===== src/hdl/hvfc_pkg.sv =====
/*
 * Shared constants and types for the vicinity-card frame codec.
 * Assumes all link timing is counted in carrier cycles.
 */
package hvfc_pkg;

    // Carrier and request-side times, figures as printed
    localparam longint CAR_HZ      = 64'd13560000;
    localparam longint T_SYM4_NS   = 64'd75520;
    localparam longint T_SYM256_NS = 64'd4833000;
    localparam longint T_EOF_NS    = 64'd37760;
    localparam longint T_SLOT_NS   = 64'd9440;
    localparam longint NS_PER_S    = 64'd1000000000;

    // Nominal figures, rounded to the nearest carrier cycle
    localparam int SYM4_CYC   = int'((T_SYM4_NS * CAR_HZ + NS_PER_S / 2)
                                     / NS_PER_S);
    localparam int SYM256_CYC = int'((T_SYM256_NS * CAR_HZ + NS_PER_S / 2)
                                     / NS_PER_S);
    localparam int EOF_CYC    = int'((T_EOF_NS * CAR_HZ + NS_PER_S / 2)
                                     / NS_PER_S);
    localparam int SLOT_CYC   = int'((T_SLOT_NS * CAR_HZ + NS_PER_S / 2)
                                     / NS_PER_S);
    localparam int T1_CYC     = 4352;

    // Slot index of the second start pause
    localparam logic [8:0] SOF_PER_256 = 9'h004;
    localparam logic [8:0] SOF_PER_4   = 9'h006;

    // Request flag byte bit positions
    localparam int FLG_SUB_BIT  = 0;
    localparam int FLG_RATE_BIT = 1;
    localparam logic [1:0] MIN_BYTES = 2'h3;

    localparam logic [15:0] CRC_INIT    = 16'hffff;
    localparam logic [15:0] CRC_POLY    = 16'h8408;
    localparam logic [15:0] CRC_RESIDUE = 16'hf0b8;

    // Low rate stretches every half period by four
    localparam int RATE_LOW_SHIFT = 2;

    typedef struct packed {
        logic [6:0] half;
        logic [6:0] halves;
        logic       tog;
    } hvfc_seg_s;

    localparam hvfc_seg_s SEG_S16 = '{half: 7'h10, halves: 7'h10, tog: 1'b1};
    localparam hvfc_seg_s SEG_MID = '{half: 7'h10, halves: 7'h30, tog: 1'b1};
    localparam hvfc_seg_s SEG_G1  = '{half: 7'h10, halves: 7'h10, tog: 1'b0};
    localparam hvfc_seg_s SEG_G2  = '{half: 7'h0e, halves: 7'h12, tog: 1'b1};
    localparam hvfc_seg_s SEG_L1  = '{half: 7'h10, halves: 7'h30, tog: 1'b0};
    localparam hvfc_seg_s SEG_L2  = '{half: 7'h0e, halves: 7'h36, tog: 1'b1};

    typedef struct packed {
        logic       vld;
        logic       sof;
        logic       mode256;
        logic       end_ok;
        logic       err;
        logic [7:0] data;
    } hvfc_rx_evt_s;

    typedef struct packed {
        logic       valid;
        logic       last;
        logic [7:0] data;
    } hvfc_tx_byte_s;

    typedef enum logic [1:0] {
        RX_IDLE = 2'h0,
        RX_SOF  = 2'h1,
        RX_DATA = 2'h3,
        RX_EOF  = 2'h2
    } hvfc_rx_st_e;

    typedef enum logic [3:0] {
        TX_IDLE = 4'h0,
        TX_WAIT = 4'h1,
        TX_HEAD = 4'h3,
        TX_SOF1 = 4'h2,
        TX_DATA = 4'h6,
        TX_CRC1 = 4'h7,
        TX_CRC2 = 4'h5,
        TX_EOF0 = 4'h4,
        TX_TAIL = 4'hc
    } hvfc_tx_st_e;

endpackage


===== src/hdl/hvfc_crc16.sv =====
`timescale 1ns/1ps
/*
 * Bytewise reflected CRC-16 accumulator.
 * Assumes bytes arrive least significant bit first, one per strobe.
 */
module hvfc_crc16 (
    input  wire logic        i_clk_sys,
    input  wire logic        i_rst_b,
    input  wire logic        i_clear,
    input  wire logic        i_valid,
    input  wire logic [7:0]  i_byte,
    output logic      [15:0] o_crc
);
    logic [15:0] crc_nxt;

    always_comb begin
        crc_nxt = o_crc;
        for (int i = 0; i < 8; i++) begin
            if (crc_nxt[0] ^ i_byte[i]) begin
                crc_nxt = (crc_nxt >> 1) ^ hvfc_pkg::CRC_POLY;
            end else begin
                crc_nxt = crc_nxt >> 1;
            end
        end
    end

    always_ff @(posedge i_clk_sys) begin
        if (!i_rst_b || i_clear) begin
            o_crc <= hvfc_pkg::CRC_INIT;
        end else if (i_valid) begin
            o_crc <= crc_nxt;
        end
    end
endmodule


===== src/hdl/hvfc_codec.sv =====
`timescale 1ns/1ps
/*
 * Request decoder and response encoder for the vicinity air interface.
 * Assumes a carrier square wave and a pause-detect level from the
 * analogue front end, both asynchronous to i_clk_sys.
 */
// Overview of operation
// - Answer only after a good request; never while a request arrives.
// - Both directions frame content with start and end delimiters.
// - Last two bytes hold inverted CRC-16 over all earlier bytes.
// - CRC goes least significant bit first; receiver assembles alike.
// - All symbol timing counts carrier cycles.
// - 256-position byte symbol; pause slot gives the byte value.
// - 4-position symbol carries two bits by pause position.
// - 4-position bytes go as four pairs, low pair first.
// - Second start pause selects 256- or 4-position decoding.
// - Request end delimiter holds one pause, same in both modes.
// - Response uses one or two subcarriers per request flag.
// - Response bit rate follows the second request flag.
// - Response bytes go least significant bit first.
// - One-carrier zero: eight bursts of 16, then 256 quiet.
// - One-carrier one: 256 quiet, then eight bursts of 16.
// - One-carrier start: 768 quiet, 24 bursts, then a one.
// - One-carrier end: a zero, 24 bursts, then 768 quiet.
// - Low rate stretches every response symbol cycle count by four.
// - Two-carrier zero: eight periods of 16, nine of 14.
// - Two-carrier one: nine periods of 14, eight of 16.
// - Two-carrier start: 27 of 14, 24 of 16, then a one.
// - Two-carrier end: a zero, 24 of 16, then 27 of 14.
// - Response start follows request end by 4352 carrier cycles.
module hvfc_codec #(
    parameter int P_T1_CYC     = hvfc_pkg::T1_CYC,
    parameter int P_SYM256_CYC = hvfc_pkg::SYM256_CYC
) (
    input  wire logic                    i_clk_sys,
    input  wire logic                    i_rst_b,
    input  wire logic                    i_carrier,
    input  wire logic                    i_pause,
    input  wire hvfc_pkg::hvfc_tx_byte_s i_tx,
    output logic                         o_tx_take,
    output logic                         o_tx_busy,
    output logic                         o_mod,
    output hvfc_pkg::hvfc_rx_evt_s       o_rx
);
    localparam logic [15:0] SYM4_LAST   = 16'(hvfc_pkg::SYM4_CYC - 1);
    localparam logic [15:0] SYM256_LAST = 16'(P_SYM256_CYC - 1);
    localparam logic [15:0] EOF_LAST    = 16'(hvfc_pkg::EOF_CYC - 1);
    localparam logic [15:0] T1_LAST     = 16'(P_T1_CYC - 1);
    // 512 half slots per byte symbol; rounds the odd nominal length
    localparam int          SLOT256_CYC = (P_SYM256_CYC + 256) / 512;

    logic car_s1_r;
    logic car_s2_r;
    logic car_s3_r;
    logic pau_s1_r;
    logic pau_s2_r;
    logic pau_s3_r;

    // Carrier edges and pause starts seen only after two flops
    always_ff @(posedge i_clk_sys) begin
        if (!i_rst_b) begin
            {car_s1_r, car_s2_r, car_s3_r} <= 3'h0;
            {pau_s1_r, pau_s2_r, pau_s3_r} <= 3'h0;
        end else begin
            {car_s1_r, car_s2_r, car_s3_r} <= {i_carrier, car_s1_r, car_s2_r};
            {pau_s1_r, pau_s2_r, pau_s3_r} <= {i_pause, pau_s1_r, pau_s2_r};
        end
    end

    wire car_edge = car_s2_r & ~car_s3_r;
    wire pause_st = pau_s2_r & ~pau_s3_r;

    hvfc_pkg::hvfc_rx_st_e  rx_st_r;
    hvfc_pkg::hvfc_rx_st_e  rx_st_nxt;
    hvfc_pkg::hvfc_tx_st_e  tx_st_r;
    hvfc_pkg::hvfc_tx_st_e  tx_st_nxt;
    hvfc_pkg::hvfc_rx_evt_s evt_nxt;
    hvfc_pkg::hvfc_seg_s    seg;

    logic [15:0] rcnt_r;
    logic [15:0] rcnt_nxt;
    logic        got_r;
    logic        got_nxt;
    logic [1:0]  pair_r;
    logic [1:0]  pair_nxt;
    logic [7:0]  rbyte_r;
    logic [7:0]  rbyte_nxt;
    logic        mode256_r;
    logic        mode256_nxt;
    logic [1:0]  nbytes_r;
    logic [1:0]  nbytes_nxt;
    logic [1:0]  flags_r;
    logic [1:0]  flags_nxt;
    logic        err_c;
    logic        emit_c;
    logic [7:0]  byte_c;
    logic        rx_clr_c;
    logic [15:0] rx_crc;
    logic [15:0] tx_crc;

    logic [15:0] tcnt_r;
    logic [15:0] tcnt_nxt;
    logic        seg_idx_r;
    logic        seg_idx_nxt;
    logic [6:0]  cyc_r;
    logic [6:0]  cyc_nxt;
    logic [6:0]  half_r;
    logic [6:0]  half_nxt;
    logic [7:0]  sh_r;
    logic [7:0]  sh_nxt;
    logic [2:0]  bitn_r;
    logic [2:0]  bitn_nxt;
    logic        last_r;
    logic        last_nxt;
    logic        sub2_r;
    logic        sub2_nxt;
    logic        rlow_r;
    logic        rlow_nxt;
    logic        take_c;
    logic        tx_clr_c;

    // Byte slots scale with a shortened 256-position symbol
    wire [8:0]  per       = (mode256_r && rx_st_r == hvfc_pkg::RX_DATA) ?
                            9'(rcnt_r / SLOT256_CYC) :
                            9'(rcnt_r / hvfc_pkg::SLOT_CYC);
    wire [15:0] sym_last  = mode256_r ? SYM256_LAST : SYM4_LAST;
    wire        crc_ok    = rx_crc == hvfc_pkg::CRC_RESIDUE;
    wire        tx_active = tx_st_r != hvfc_pkg::TX_IDLE &&
                            tx_st_r != hvfc_pkg::TX_WAIT;
    wire [7:0]  pair_byte = {per[2:1], rbyte_r[7:2]};

    // Receive side: delimiter, pulse position and CRC checks
    always_comb begin
        rx_st_nxt   = rx_st_r;
        rcnt_nxt    = rcnt_r;
        got_nxt     = got_r;
        pair_nxt    = pair_r;
        rbyte_nxt   = rbyte_r;
        mode256_nxt = mode256_r;
        nbytes_nxt  = nbytes_r;
        flags_nxt   = flags_r;
        evt_nxt     = '0;
        err_c       = 1'b0;
        emit_c      = 1'b0;
        byte_c      = 8'h00;
        rx_clr_c    = 1'b0;
        if (car_edge && rx_st_r != hvfc_pkg::RX_IDLE) begin
            rcnt_nxt = rcnt_r + 16'h0001;
        end
        case (rx_st_r)
            hvfc_pkg::RX_IDLE: begin
                if (pause_st && !tx_active) begin
                    rx_st_nxt  = hvfc_pkg::RX_SOF;
                    rcnt_nxt   = 16'h0000;
                    got_nxt    = 1'b0;
                    nbytes_nxt = 2'h0;
                    rx_clr_c   = 1'b1;
                end
            end
            hvfc_pkg::RX_SOF: begin
                if (car_edge && rcnt_r == SYM4_LAST) begin
                    if (got_r) begin
                        rx_st_nxt       = hvfc_pkg::RX_DATA;
                        rcnt_nxt        = 16'h0000;
                        got_nxt         = 1'b0;
                        pair_nxt        = 2'h0;
                        evt_nxt.sof     = 1'b1;
                        evt_nxt.mode256 = mode256_r;
                    end else begin
                        err_c = 1'b1;
                    end
                end
                if (pause_st) begin
                    if (!got_r && per == hvfc_pkg::SOF_PER_256) begin
                        got_nxt     = 1'b1;
                        mode256_nxt = 1'b1;
                    end else if (!got_r && per == hvfc_pkg::SOF_PER_4) begin
                        got_nxt     = 1'b1;
                        mode256_nxt = 1'b0;
                    end else begin
                        err_c = 1'b1;
                    end
                end
            end
            hvfc_pkg::RX_DATA: begin
                if (car_edge && rcnt_r == sym_last) begin
                    rcnt_nxt = 16'h0000;
                    got_nxt  = 1'b0;
                    err_c    = !got_r;
                end
                if (pause_st) begin
                    if (per == 9'h000 && !got_r && pair_r == 2'h0) begin
                        rx_st_nxt = hvfc_pkg::RX_EOF;
                    end else if (got_r || !per[0]) begin
                        err_c = 1'b1;
                    end else if (mode256_r) begin
                        got_nxt = 1'b1;
                        emit_c  = 1'b1;
                        byte_c  = per[8:1];
                    end else begin
                        got_nxt   = 1'b1;
                        pair_nxt  = pair_r + 2'h1;
                        rbyte_nxt = pair_byte;
                        emit_c    = pair_r == 2'h3;
                        byte_c    = pair_byte;
                    end
                end
            end
            hvfc_pkg::RX_EOF: begin
                if (pause_st) begin
                    err_c = 1'b1;
                end else if (car_edge && rcnt_r == EOF_LAST) begin
                    rx_st_nxt = hvfc_pkg::RX_IDLE;
                    if (crc_ok && nbytes_r == hvfc_pkg::MIN_BYTES) begin
                        evt_nxt.end_ok = 1'b1;
                    end else begin
                        err_c = 1'b1;
                    end
                end
            end
            default: begin
                rx_st_nxt = hvfc_pkg::RX_IDLE;
            end
        endcase
        if (emit_c) begin
            evt_nxt.vld  = 1'b1;
            evt_nxt.data = byte_c;
            if (nbytes_r == 2'h0) begin
                flags_nxt = {byte_c[hvfc_pkg::FLG_RATE_BIT],
                             byte_c[hvfc_pkg::FLG_SUB_BIT]};
            end
            if (nbytes_r != hvfc_pkg::MIN_BYTES) begin
                nbytes_nxt = nbytes_r + 2'h1;
            end
        end
        if (err_c) begin
            rx_st_nxt   = hvfc_pkg::RX_IDLE;
            evt_nxt.err = 1'b1;
        end
    end

    hvfc_crc16 u_rx_crc (
        .i_clk_sys (i_clk_sys),
        .i_rst_b   (i_rst_b),
        .i_clear   (rx_clr_c),
        .i_valid   (emit_c),
        .i_byte    (byte_c),
        .o_crc     (rx_crc)
    );

    // Segment pattern for the current symbol half
    wire tx_bit = tx_st_r == hvfc_pkg::TX_SOF1 ? 1'b1 :
                  tx_st_r == hvfc_pkg::TX_EOF0 ? 1'b0 : sh_r[0];
    wire hvfc_pkg::hvfc_seg_s seg_long =
        sub2_r ? hvfc_pkg::SEG_L2 : hvfc_pkg::SEG_L1;
    wire hvfc_pkg::hvfc_seg_s seg_gap =
        sub2_r ? hvfc_pkg::SEG_G2 : hvfc_pkg::SEG_G1;

    always_comb begin
        if (tx_st_r == hvfc_pkg::TX_HEAD) begin
            seg = seg_idx_r ? hvfc_pkg::SEG_MID : seg_long;
        end else if (tx_st_r == hvfc_pkg::TX_TAIL) begin
            seg = seg_idx_r ? seg_long : hvfc_pkg::SEG_MID;
        end else if (tx_bit ^ seg_idx_r) begin
            seg = seg_gap;
        end else begin
            seg = hvfc_pkg::SEG_S16;
        end
    end

    wire [6:0] half_len  = rlow_r ? 7'(seg.half << hvfc_pkg::RATE_LOW_SHIFT)
                                  : seg.half;
    wire       last_cyc  = cyc_r == half_len - 7'h01;
    wire       last_half = half_r == seg.halves - 7'h01;
    wire       sym_done  = car_edge & tx_active & last_cyc & last_half &
                           seg_idx_r;

    // Transmit side: reply timing, symbol order and CRC append
    always_comb begin
        tx_st_nxt   = tx_st_r;
        tcnt_nxt    = tcnt_r;
        seg_idx_nxt = seg_idx_r;
        cyc_nxt     = cyc_r;
        half_nxt    = half_r;
        sh_nxt      = sh_r;
        bitn_nxt    = bitn_r;
        last_nxt    = last_r;
        sub2_nxt    = sub2_r;
        rlow_nxt    = rlow_r;
        take_c      = 1'b0;
        tx_clr_c    = 1'b0;
        if (!tx_active) begin
            {seg_idx_nxt, cyc_nxt, half_nxt} = 15'h0000;
        end else if (car_edge) begin
            if (!last_cyc) begin
                cyc_nxt = cyc_r + 7'h01;
            end else if (!last_half) begin
                cyc_nxt  = 7'h00;
                half_nxt = half_r + 7'h01;
            end else begin
                cyc_nxt     = 7'h00;
                half_nxt    = 7'h00;
                seg_idx_nxt = ~seg_idx_r;
            end
        end
        case (tx_st_r)
            hvfc_pkg::TX_IDLE: begin
                if (evt_nxt.end_ok) begin
                    tx_st_nxt = hvfc_pkg::TX_WAIT;
                    tcnt_nxt  = 16'h0000;
                    tx_clr_c  = 1'b1;
                    sub2_nxt  = flags_r[0];
                    rlow_nxt  = !flags_r[1];
                end
            end
            hvfc_pkg::TX_WAIT: begin
                if (pause_st) begin
                    tx_st_nxt = hvfc_pkg::TX_IDLE;
                end else if (car_edge && tcnt_r == T1_LAST) begin
                    if (i_tx.valid) begin
                        tx_st_nxt = hvfc_pkg::TX_HEAD;
                        take_c    = 1'b1;
                    end else begin
                        tx_st_nxt = hvfc_pkg::TX_IDLE;
                    end
                end else if (car_edge) begin
                    tcnt_nxt = tcnt_r + 16'h0001;
                end
            end
            hvfc_pkg::TX_HEAD: begin
                if (sym_done) tx_st_nxt = hvfc_pkg::TX_SOF1;
            end
            hvfc_pkg::TX_SOF1: begin
                if (sym_done) tx_st_nxt = hvfc_pkg::TX_DATA;
            end
            hvfc_pkg::TX_DATA, hvfc_pkg::TX_CRC1, hvfc_pkg::TX_CRC2: begin
                if (sym_done) begin
                    sh_nxt   = sh_r >> 1;
                    bitn_nxt = bitn_r + 3'h1;
                    if (bitn_r == 3'h7) begin
                        if (tx_st_r == hvfc_pkg::TX_CRC2) begin
                            tx_st_nxt = hvfc_pkg::TX_EOF0;
                        end else if (tx_st_r == hvfc_pkg::TX_CRC1) begin
                            tx_st_nxt = hvfc_pkg::TX_CRC2;
                            sh_nxt    = ~tx_crc[15:8];
                        end else if (!last_r && i_tx.valid) begin
                            take_c = 1'b1;
                        end else begin
                            tx_st_nxt = hvfc_pkg::TX_CRC1;
                            sh_nxt    = ~tx_crc[7:0];
                        end
                    end
                end
            end
            hvfc_pkg::TX_EOF0: begin
                if (sym_done) tx_st_nxt = hvfc_pkg::TX_TAIL;
            end
            hvfc_pkg::TX_TAIL: begin
                if (sym_done) tx_st_nxt = hvfc_pkg::TX_IDLE;
            end
            default: begin
                tx_st_nxt = hvfc_pkg::TX_IDLE;
            end
        endcase
        if (take_c) begin
            sh_nxt   = i_tx.data;
            last_nxt = i_tx.last;
            bitn_nxt = 3'h0;
        end
    end

    hvfc_crc16 u_tx_crc (
        .i_clk_sys (i_clk_sys),
        .i_rst_b   (i_rst_b),
        .i_clear   (tx_clr_c),
        .i_valid   (take_c),
        .i_byte    (i_tx.data),
        .o_crc     (tx_crc)
    );

    always_ff @(posedge i_clk_sys) begin
        if (!i_rst_b) begin
            rx_st_r   <= hvfc_pkg::RX_IDLE;
            rcnt_r    <= 16'h0000;
            got_r     <= 1'b0;
            pair_r    <= 2'h0;
            rbyte_r   <= 8'h00;
            mode256_r <= 1'b0;
            nbytes_r  <= 2'h0;
            flags_r   <= 2'h0;
            o_rx      <= '0;
        end else begin
            rx_st_r   <= rx_st_nxt;
            rcnt_r    <= rcnt_nxt;
            got_r     <= got_nxt;
            pair_r    <= pair_nxt;
            rbyte_r   <= rbyte_nxt;
            mode256_r <= mode256_nxt;
            nbytes_r  <= nbytes_nxt;
            flags_r   <= flags_nxt;
            o_rx      <= evt_nxt;
        end
    end

    // Modulation level comes from even halves of toggling segments
    always_ff @(posedge i_clk_sys) begin
        if (!i_rst_b) begin
            tx_st_r   <= hvfc_pkg::TX_IDLE;
            tcnt_r    <= 16'h0000;
            seg_idx_r <= 1'b0;
            cyc_r     <= 7'h00;
            half_r    <= 7'h00;
            sh_r      <= 8'h00;
            bitn_r    <= 3'h0;
            last_r    <= 1'b0;
            sub2_r    <= 1'b0;
            rlow_r    <= 1'b0;
            o_tx_take <= 1'b0;
            o_tx_busy <= 1'b0;
            o_mod     <= 1'b0;
        end else begin
            tx_st_r   <= tx_st_nxt;
            tcnt_r    <= tcnt_nxt;
            seg_idx_r <= seg_idx_nxt;
            cyc_r     <= cyc_nxt;
            half_r    <= half_nxt;
            sh_r      <= sh_nxt;
            bitn_r    <= bitn_nxt;
            last_r    <= last_nxt;
            sub2_r    <= sub2_nxt;
            rlow_r    <= rlow_nxt;
            o_tx_take <= take_c;
            o_tx_busy <= tx_st_r != hvfc_pkg::TX_IDLE;
            o_mod     <= tx_active & seg.tog & ~half_r[0];
        end
    end
endmodule


===== config.mk =====
export PLATFORM = sky130hd
export DESIGN_NAME = hvfc_codec
export DESIGN_NICKNAME = d
export VERILOG_FILES = /design/src/hdl/hvfc_pkg.sv /design/src/hdl/hvfc_crc16.sv /design/src/hdl/hvfc_codec.sv
export SDC_FILE = /design/constraint.sdc
export NUM_CORES = 1
export LEC_CHECK = 0
export BUFFER_PORTS_ARGS = -buffer_cell sky130_fd_sc_hd__buf_2
export CORE_ASPECT_RATIO = 1.25
export CORE_MARGIN = 2
export CORE_UTILIZATION = 65
export CTS_BUF_LIST = sky130_fd_sc_hd__clkbuf_4
export DETAILED_ROUTE_END_ITERATION = 12
export PLACE_DENSITY = 0.94
export SLEW_MARGIN = 20
export SYNTH_ARGS = -nofsm -noshare
export SYNTH_HDL_FRONTEND = slang
export SYNTH_SLANG_ARGS = --single-unit

===== constraint.sdc =====
create_clock -name i_clk_sys -period 5.69 [get_ports i_clk_sys]
set_input_delay 1.4225 -clock i_clk_sys [delete_from_list [all_inputs] [get_ports i_clk_sys]]
set_output_delay 1.4225 -clock i_clk_sys [all_outputs]
set_load 0.01 [all_outputs]

# Word level (Yosys, flattened, before mapping)
# Cells that the tools add are included.
[word_totals] regBits=137 in_bits=14 out_inout_bits=16 elab_cells=332
[classes] addsub=9 eq_ne=47 muxes=135 n_bitwise=51 n_reduce_logical=55
[op_table] op="$mux 16" n=26
[op_table] op="$mux 8" n=12
[op_table] op="$mux 13" n=7
[op_table] op="$mux 1" n=48
[op_table] op="$mux 4" n=12
[op_table] op="$not 2->3" n=16
[op_table] op="$pmux 16 s3" n=1
[op_table] op="$ne 2x2->1 const B" n=20
[op_table] op="$mux 2" n=19
[op_table] op="$add 16x1->16 const B" n=2
[op_table] op="$pmux 16 s2" n=1
[op_table] op="$pmux 4 s7" n=1
[op_table] op="$mux 7" n=3
[op_table] op="$eq 9x3->1 const B" n=2
[op_table] op="$xor 1x1->1" n=17
[op_table] op="$eq 16x10->1 const B" n=1
[op_table] op="$eq 16x13->1 const B" n=1
[op_table] op="$eq 16x16->1" n=1
[op_table] op="$eq 16x16->1 const B" n=1
[op_table] op="$eq 16x9->1 const B" n=1
[op_table] op="$eq 4x3->1 const B" n=4
[op_table] op="$not 8->8" n=2
[op_table] op="$reduce_and 2->1" n=8
[op_table] op="$add 7x1->7 const B" n=2
[op_table] op="other kinds (36)" n=89

# Depth between registers and ports, before layout
[logic_depth] depth_word=22 mapped_depth=16 ltp_nobuf=13

# Modules after synthesis
# From an unflattened synthesis, not the netlist that was laid out.
[unflattened] hier_cells=822 area_unflattened_um2=7258.2
[by_module_without_submodules] mod="hvfc_codec" instances=1 cells_per_inst=656 area_per_inst_um2=5459.0 seq_area_each_um2=2062.0
[by_module_without_submodules] mod="hvfc_crc16" instances=2 cells_per_inst=83 area_per_inst_um2=899.6 seq_area_each_um2=320.3

# Worst setup path after synthesis
# Ideal clock, no wire load.
[synth_timing] path_kind="register to register" startpoint="reg seg_idx_r" endpoint="reg u_tx_crc.o_crc[12]" setup_time_ns=0.120 t_arrival_ns=3.257 required_time_ns=5.570 path_slack_ns=2.313 path_stages_with_launch=16 n_path_buf=3 period_less_slack_ns=3.377 cell_sequence="dfxtp_1 > buf_6 > inv_4 > or3_4 > o211ai_4 > nand2_1 > xnor2_1 > ha_1 > o21ai_0 > and3_1 > o31a_1 > or4_4 > o21a_1 > buf_6 > buf_6 > mux2i_1"
[synth_between] elab_chain_cells=12 elab_cells_between_ends=16 cone_classes="add/sub (2); eq/ne (2); mux (8); bitwise (4)"
[synth_rtl] element="from (decl)" line_no="hvfc_codec.sv:103" text="logic seg_idx_r;"
[synth_rtl] element="from (signal assigned)" line_no="hvfc_codec.sv:424" text="seg_idx_r <= seg_idx_nxt;"
[synth_rtl] element="$xor 1x1->1" line_no="hvfc_codec.sv:264" text="end else if (tx_bit ^ seg_idx_r) begin"
[synth_rtl] element="$mux 13" line_no="hvfc_codec.sv:264"
[synth_rtl] element="$mux 13" line_no="hvfc_codec.sv:262" text="end else if (tx_st_r == hvfc_pkg::TX_TAIL) begin"
[synth_rtl] element="$mux 13" line_no="hvfc_codec.sv:260" text="if (tx_st_r == hvfc_pkg::TX_HEAD) begin"
[synth_rtl] element="$mux 7" line_no="hvfc_codec.sv:271" text="wire [6:0] half_len = rlow_r ? 7'(seg.half << hvfc_pkg::RATE_LOW_SHIFT)"
[synth_rtl] element="$sub 7x1->7" line_no="hvfc_codec.sv:273" text="wire last_cyc = cyc_r == half_len - 7'h01;"
[synth_rtl] element="$eq 7x7->1" line_no="hvfc_codec.sv:273"
[synth_rtl] element="$and 1x1->1 (2 in a row)" line_no="hvfc_codec.sv:275" text="wire sym_done = car_edge & tx_active & last_cyc & last_half &"
[synth_rtl] element="$and 1x1->1 *" line_no="hvfc_codec.sv:275"
[synth_rtl] element="$mux 1 *" line_no="hvfc_codec.sv:337" text="if (sym_done) begin"
[synth_rtl] element="$pmux 1 s2 *" line_no="hvfc_codec.sv:306" text="case (tx_st_r)"
[synth_rtl] element="to (signal assigned)" line_no="hvfc_crc16.sv:29" text="o_crc <= hvfc_pkg::CRC_INIT;"
[synth_rtl] element="to (signal assigned)" line_no="hvfc_crc16.sv:31" text="o_crc <= crc_nxt;"
[synth_rtl] element="to (decl)" line_no="hvfc_crc16.sv:12" text="output logic [15:0] o_crc"
# Mark *: on every way between the ends. The rest lies on a longest branch, timed or not.
# A chain may end at the register's enable or synchronous reset.

# Final worst setup path
[layout_timing] startpoint="reg tx_st_r[2]" endpoint="reg u_tx_crc.o_crc[7]"
[layout_between] elab_chain_cells=15 elab_cells_between_ends=35 cone_classes="add/sub (2); eq/ne (11); mux (12); bitwise (5); reduce/logical (5)"
[layout_rtl] element="from (decl)" line_no="hvfc_codec.sv:75" text="hvfc_pkg::hvfc_tx_st_e tx_st_r;"
[layout_rtl] element="from (signal assigned)" line_no="hvfc_codec.sv:408" text="tx_st_r <= hvfc_pkg::TX_IDLE;"
[layout_rtl] element="from (signal assigned)" line_no="hvfc_codec.sv:422" text="tx_st_r <= tx_st_nxt;"
[layout_rtl] element="$eq 4x3->1" line_no="hvfc_codec.sv:253" text="tx_st_r == hvfc_pkg::TX_EOF0 ? 1'b0 : sh_r[0];"
[layout_rtl] element="$mux 1" line_no="hvfc_codec.sv:253"
[layout_rtl] element="$mux 1" line_no="hvfc_codec.sv:252" text="wire tx_bit = tx_st_r == hvfc_pkg::TX_SOF1 ? 1'b1 :"
[layout_rtl] element="$xor 1x1->1" line_no="hvfc_codec.sv:264"
[layout_rtl] element="$mux 13" line_no="hvfc_codec.sv:264"
[layout_rtl] element="$mux 13" line_no="hvfc_codec.sv:262"
[layout_rtl] element="$mux 13" line_no="hvfc_codec.sv:260"
[layout_rtl] element="$mux 7" line_no="hvfc_codec.sv:271"
[layout_rtl] element="$sub 7x1->7" line_no="hvfc_codec.sv:273"
[layout_rtl] element="$eq 7x7->1" line_no="hvfc_codec.sv:273"
[layout_rtl] element="$and 1x1->1 (3 in a row)" line_no="hvfc_codec.sv:275"
[layout_rtl] element="$mux 1" line_no="hvfc_codec.sv:337"
[layout_rtl] element="$pmux 1 s2" line_no="hvfc_codec.sv:306"
# Several ways; a longest one is shown, not always the timed one.

==> impl_metrics.json <==
{
  "status": "finished, final reports clean",
  "portBuffers": 29,
  "start_util_pct": 66.5,
  "multi_input_area_mm2": 0.00407,
  "rsz0062_at_grt": "no",
  "fillers": 810,
  "yosys.area.top_type": "dfxtp_1",
  "h-tree-depth": 4,
  "clk-insertion-delay-late_ns": 0.55,
  "critPathRequiredTime_ns": 6.12,
  "grt_pass1_wl_mm": 26.5,
  "setup_viol": 0,
  "critPathKind": "register to register",
  "synth_xor_area_share_pct": 11.7,
  "post-cts-setup-buffers": 0,
  "synth_cells": 837,
  "io-pin-count": 30,
  "yosysTopAreaCellShare_pct": 38.5,
  "drtIter0Drc": 336,
  "tns_ns": 0,
  "seq_area_frac_synth_pct": 38.5,
  "intPower_uw": 1300,
  "nNetsFinal": 874,
  "mostFrequentLayoutCells": "140 x nor2_1, 135 x dfxtp_1, 84 x nand2_1, 52 x xnor2_1, 42 x xor2_1",
  "postSynthAreaPerCell_um2": 8.39,
  "p_sw_share_pct": 24.0,
  "postCtsHoldBufs": 0,
  "wl_per_cell_um": 15.9,
  "syn-num-nets": 863,
  "cp_max_fo": 25,
  "die_w_um": 97.0,
  "ys.flop_type": "dfxtp_1",
  "coreArea_mm2": 0.0106,
  "p_clk_share_pct": 39.2,
  "dp_hpwl_mm": 10.7,
  "slew_headroom_pct": 33.9,
  "p_seq_share_pct": 55.7,
  "async_flop_share_pct": 0,
  "power.leakage_uw": 0.00284,
  "synth.cell_area_mm2": 0.00702,
  "grt_pass1_vias": 5769,
  "cts.clk_slew.worst_paths_ns": 0.12,
  "synth_warnings": 0,
  "p_sw_uw": 412,
  "synth_mux_area_share_pct": 6.82,
  "synth_top_family_by_area": "simple AND/OR/NAND/NOR gates",
  "cap_violations": 0,
  "pwr_density_cell_mw_per_mm2": 229,
  "drt_wl_total_mm": 15.8,
  "slowest_delay_ns": 0.62,
  "track_usage_pct": 27.6,
  "synth_edf_count": 0,
  "area_growth_pct": 6.61,
  "cp_data_arrival_time_ns": 4.43,
  "min_period_ns": 4.01,
  "ant_nets": 0,
  "critical-path-slowest-cell": "dfxtp_1",
  "hold_viol_final": 0,
  "rows": 42,
  "vias_per_cell": 6.14,
  "clkSinkCount": 135,
  "rr_worst_depth": 13,
  "drc_errors": 0,
  "root_buffer": "clkbuf_4",
  "die_area_mm2": 0.0117,
  "critPathCaptureType": "register",
  "first_pass_iters": 6,
  "max_freq_mhz": 250,
  "finalCritPeriodShare_pct": 70.4,
  "ff_latch_area_mm2": 0.00270,
  "drive_gt1_share_pct": 10.8,
  "worst-slew-pin-transition_ns": 0.982,
  "antennaDiodeCount": 0,
  "antenna_found_initial": 0,
  "hp-class": "register to register",
  "place_congestion": 0.934,
  "critical_path.cell_chain": "nand2b_1 > a211o_1 > o211ai_4 > nand2_1 > xnor2_1 > ha_1 > o21ai_0 > and3_1 > o31a_1 > or4_4 > o21a_1 > buf_4 > mux2i_1",
  "place_ws_ns": 1.86,
  "cts_made_buffers": 17,
  "cts.repair.resized": 0,
  "min_path_cells": 1,
  "synth_compound_area_share_pct": 11.2,
  "final_common_cell": "nor2_1",
  "synthAdderAreaFrac_pct": 2.14,
  "fin_ws_ns": 1.68,
  "skew_ns": 0.0166,
  "cts_buffer_depth": 2,
  "via_count": 6100,
  "setup.worst_path.start_class": "register",
  "cts_tree": "done",
  "yosys.area_share.simple_pct": 25.8,
  "overflow": 0,
  "netlist_top_cells_area": "dfxtp_1 38%, nor2_1 7.5%, xnor2_1 6.5%",
  "synth-seq-cells": 135,
  "die_y_um": 120,
  "grt_max_degree": 36,
  "vdd.ir_drop.worst_v": 0.000153,
  "pwr-share-comb_pct": 5.0,
  "synth_cell_types": 60,
  "slew_viol_final": 0
}
[layout make-up]
type / count / share of cell area, %
multi-input cells: 642 / 54.3
inverters: 16 / 0.836
repair buffers: 36 / 2.64
well taps: 132 / 2.21
clock buffers: 22 / 2.21
clock inverters: 10 / 1.72
flip-flops and latches: 135 / 36.1
[metal layers]
layer / GRT usage (%) / wire length, um / up-vias
met5: 0 / 0 / -
met4: 12.3 / 464 / 0
met3: 6.01 / 923 / 41
met2: 48.0 / 7960 / 218
li1: - / - / 2945
met1: 32.7 / 6480 / 2896
[synth_stat cells, types with 15 or more instances]
library cell and number:
a21oi_1 27, and2_1 15, clkbuf_1 35, dfxtp_1 135
mux2_2 15, mux2i_1 31, nand2_1 84, nand3_1 28
nand4_1 22, nor2_1 140, o211ai_1 17, o21ai_0 17
xnor2_1 52, xor2_1 42
[power by group through the flow]
stage	Sequential (uW)	Combinational [uW]	Clock (uW)
floorplan	973	64.2	0
global placement	976	83.3	0
detailed placement	977	84.1	0
CTS	955	85.2	676
global route	957	94.1	724
finish	956	86.5	673
[kinds of logic after synthesis]
family | count (synthesis)
compound gates | 116
xor+xnor | 94
fa+ha+maj | 12
buf+inv | 60
flops | 135
mux | 46
simple gates | 374
[flip-flops by register name, summed over array words and instances (netlist names), 2 cells and up]
| name | flops |
|---|---|
| bitn_r | 3 |
| cyc_r | 7 |
| flags_r | 2 |
| half_r | 7 |
| nbytes_r | 2 |
| o_rx | 13 |
| pair_r | 2 |
| rbyte_r | 6 |
| rcnt_r | 16 |
| rx_st_r | 2 |
| sh_r | 8 |
| tcnt_r | 16 |
| tx_st_r | 4 |
| u_rx_crc.o_crc | 16 |
| u_tx_crc.o_crc | 16 |
[metrics by stage]
stage | instances | instance area (um^2) | total power (uW) | hold slack [ns] | utilization (%)
2_1_floorplan | 837 | 7020 | 1040 | 0.412 | -
3_3_place_gp | 961 | 7190 | 1060 | 0.413 | 68.1
3_5_place_dp | 961 | 7190 | 1060 | 0.430 | 68.1
4_1_cts | 993 | 7490 | 1720 | 0.458 | 70.9
5_1_grt | 993 | 7490 | 1770 | 0.468 | 70.9
6_report | 993 | 7490 | 1720 | 0.462 | 70.9
[final timing paths]
| kind | end | slack, ns | startpoint |
|---|---|---|---|
| worst max-delay path | u_tx_crc.o_crc[7] | 1.68 | tx_st_r[2] |
| worst min-delay path | pau_s2_r | 0.46 | pau_s1_r |
| worst max register to register | u_tx_crc.o_crc[7] | 1.68 | tx_st_r[2] |
| worst min register to register | pau_s2_r | 0.46 | pau_s1_r |
[critical path: cells and delay by family, from the launching register on]
| family | cells | cell delay (ns) |
|---|---|---|
| XOR/XNOR | 1 | 0.25 |
| AO/OA/AOI/OAI | 5 | 1.19 |
| adder cells (fa/ha/maj) | 1 | 0.22 |
| buffers and inverters | 1 | 0.24 |
| AND/OR/NAND/NOR | 4 | 1.17 |
| multiplexers | 1 | 0.16 |
| flip-flops | 1 | 0.62 |
Note: power is estimated with default switching activity, not from simulation.
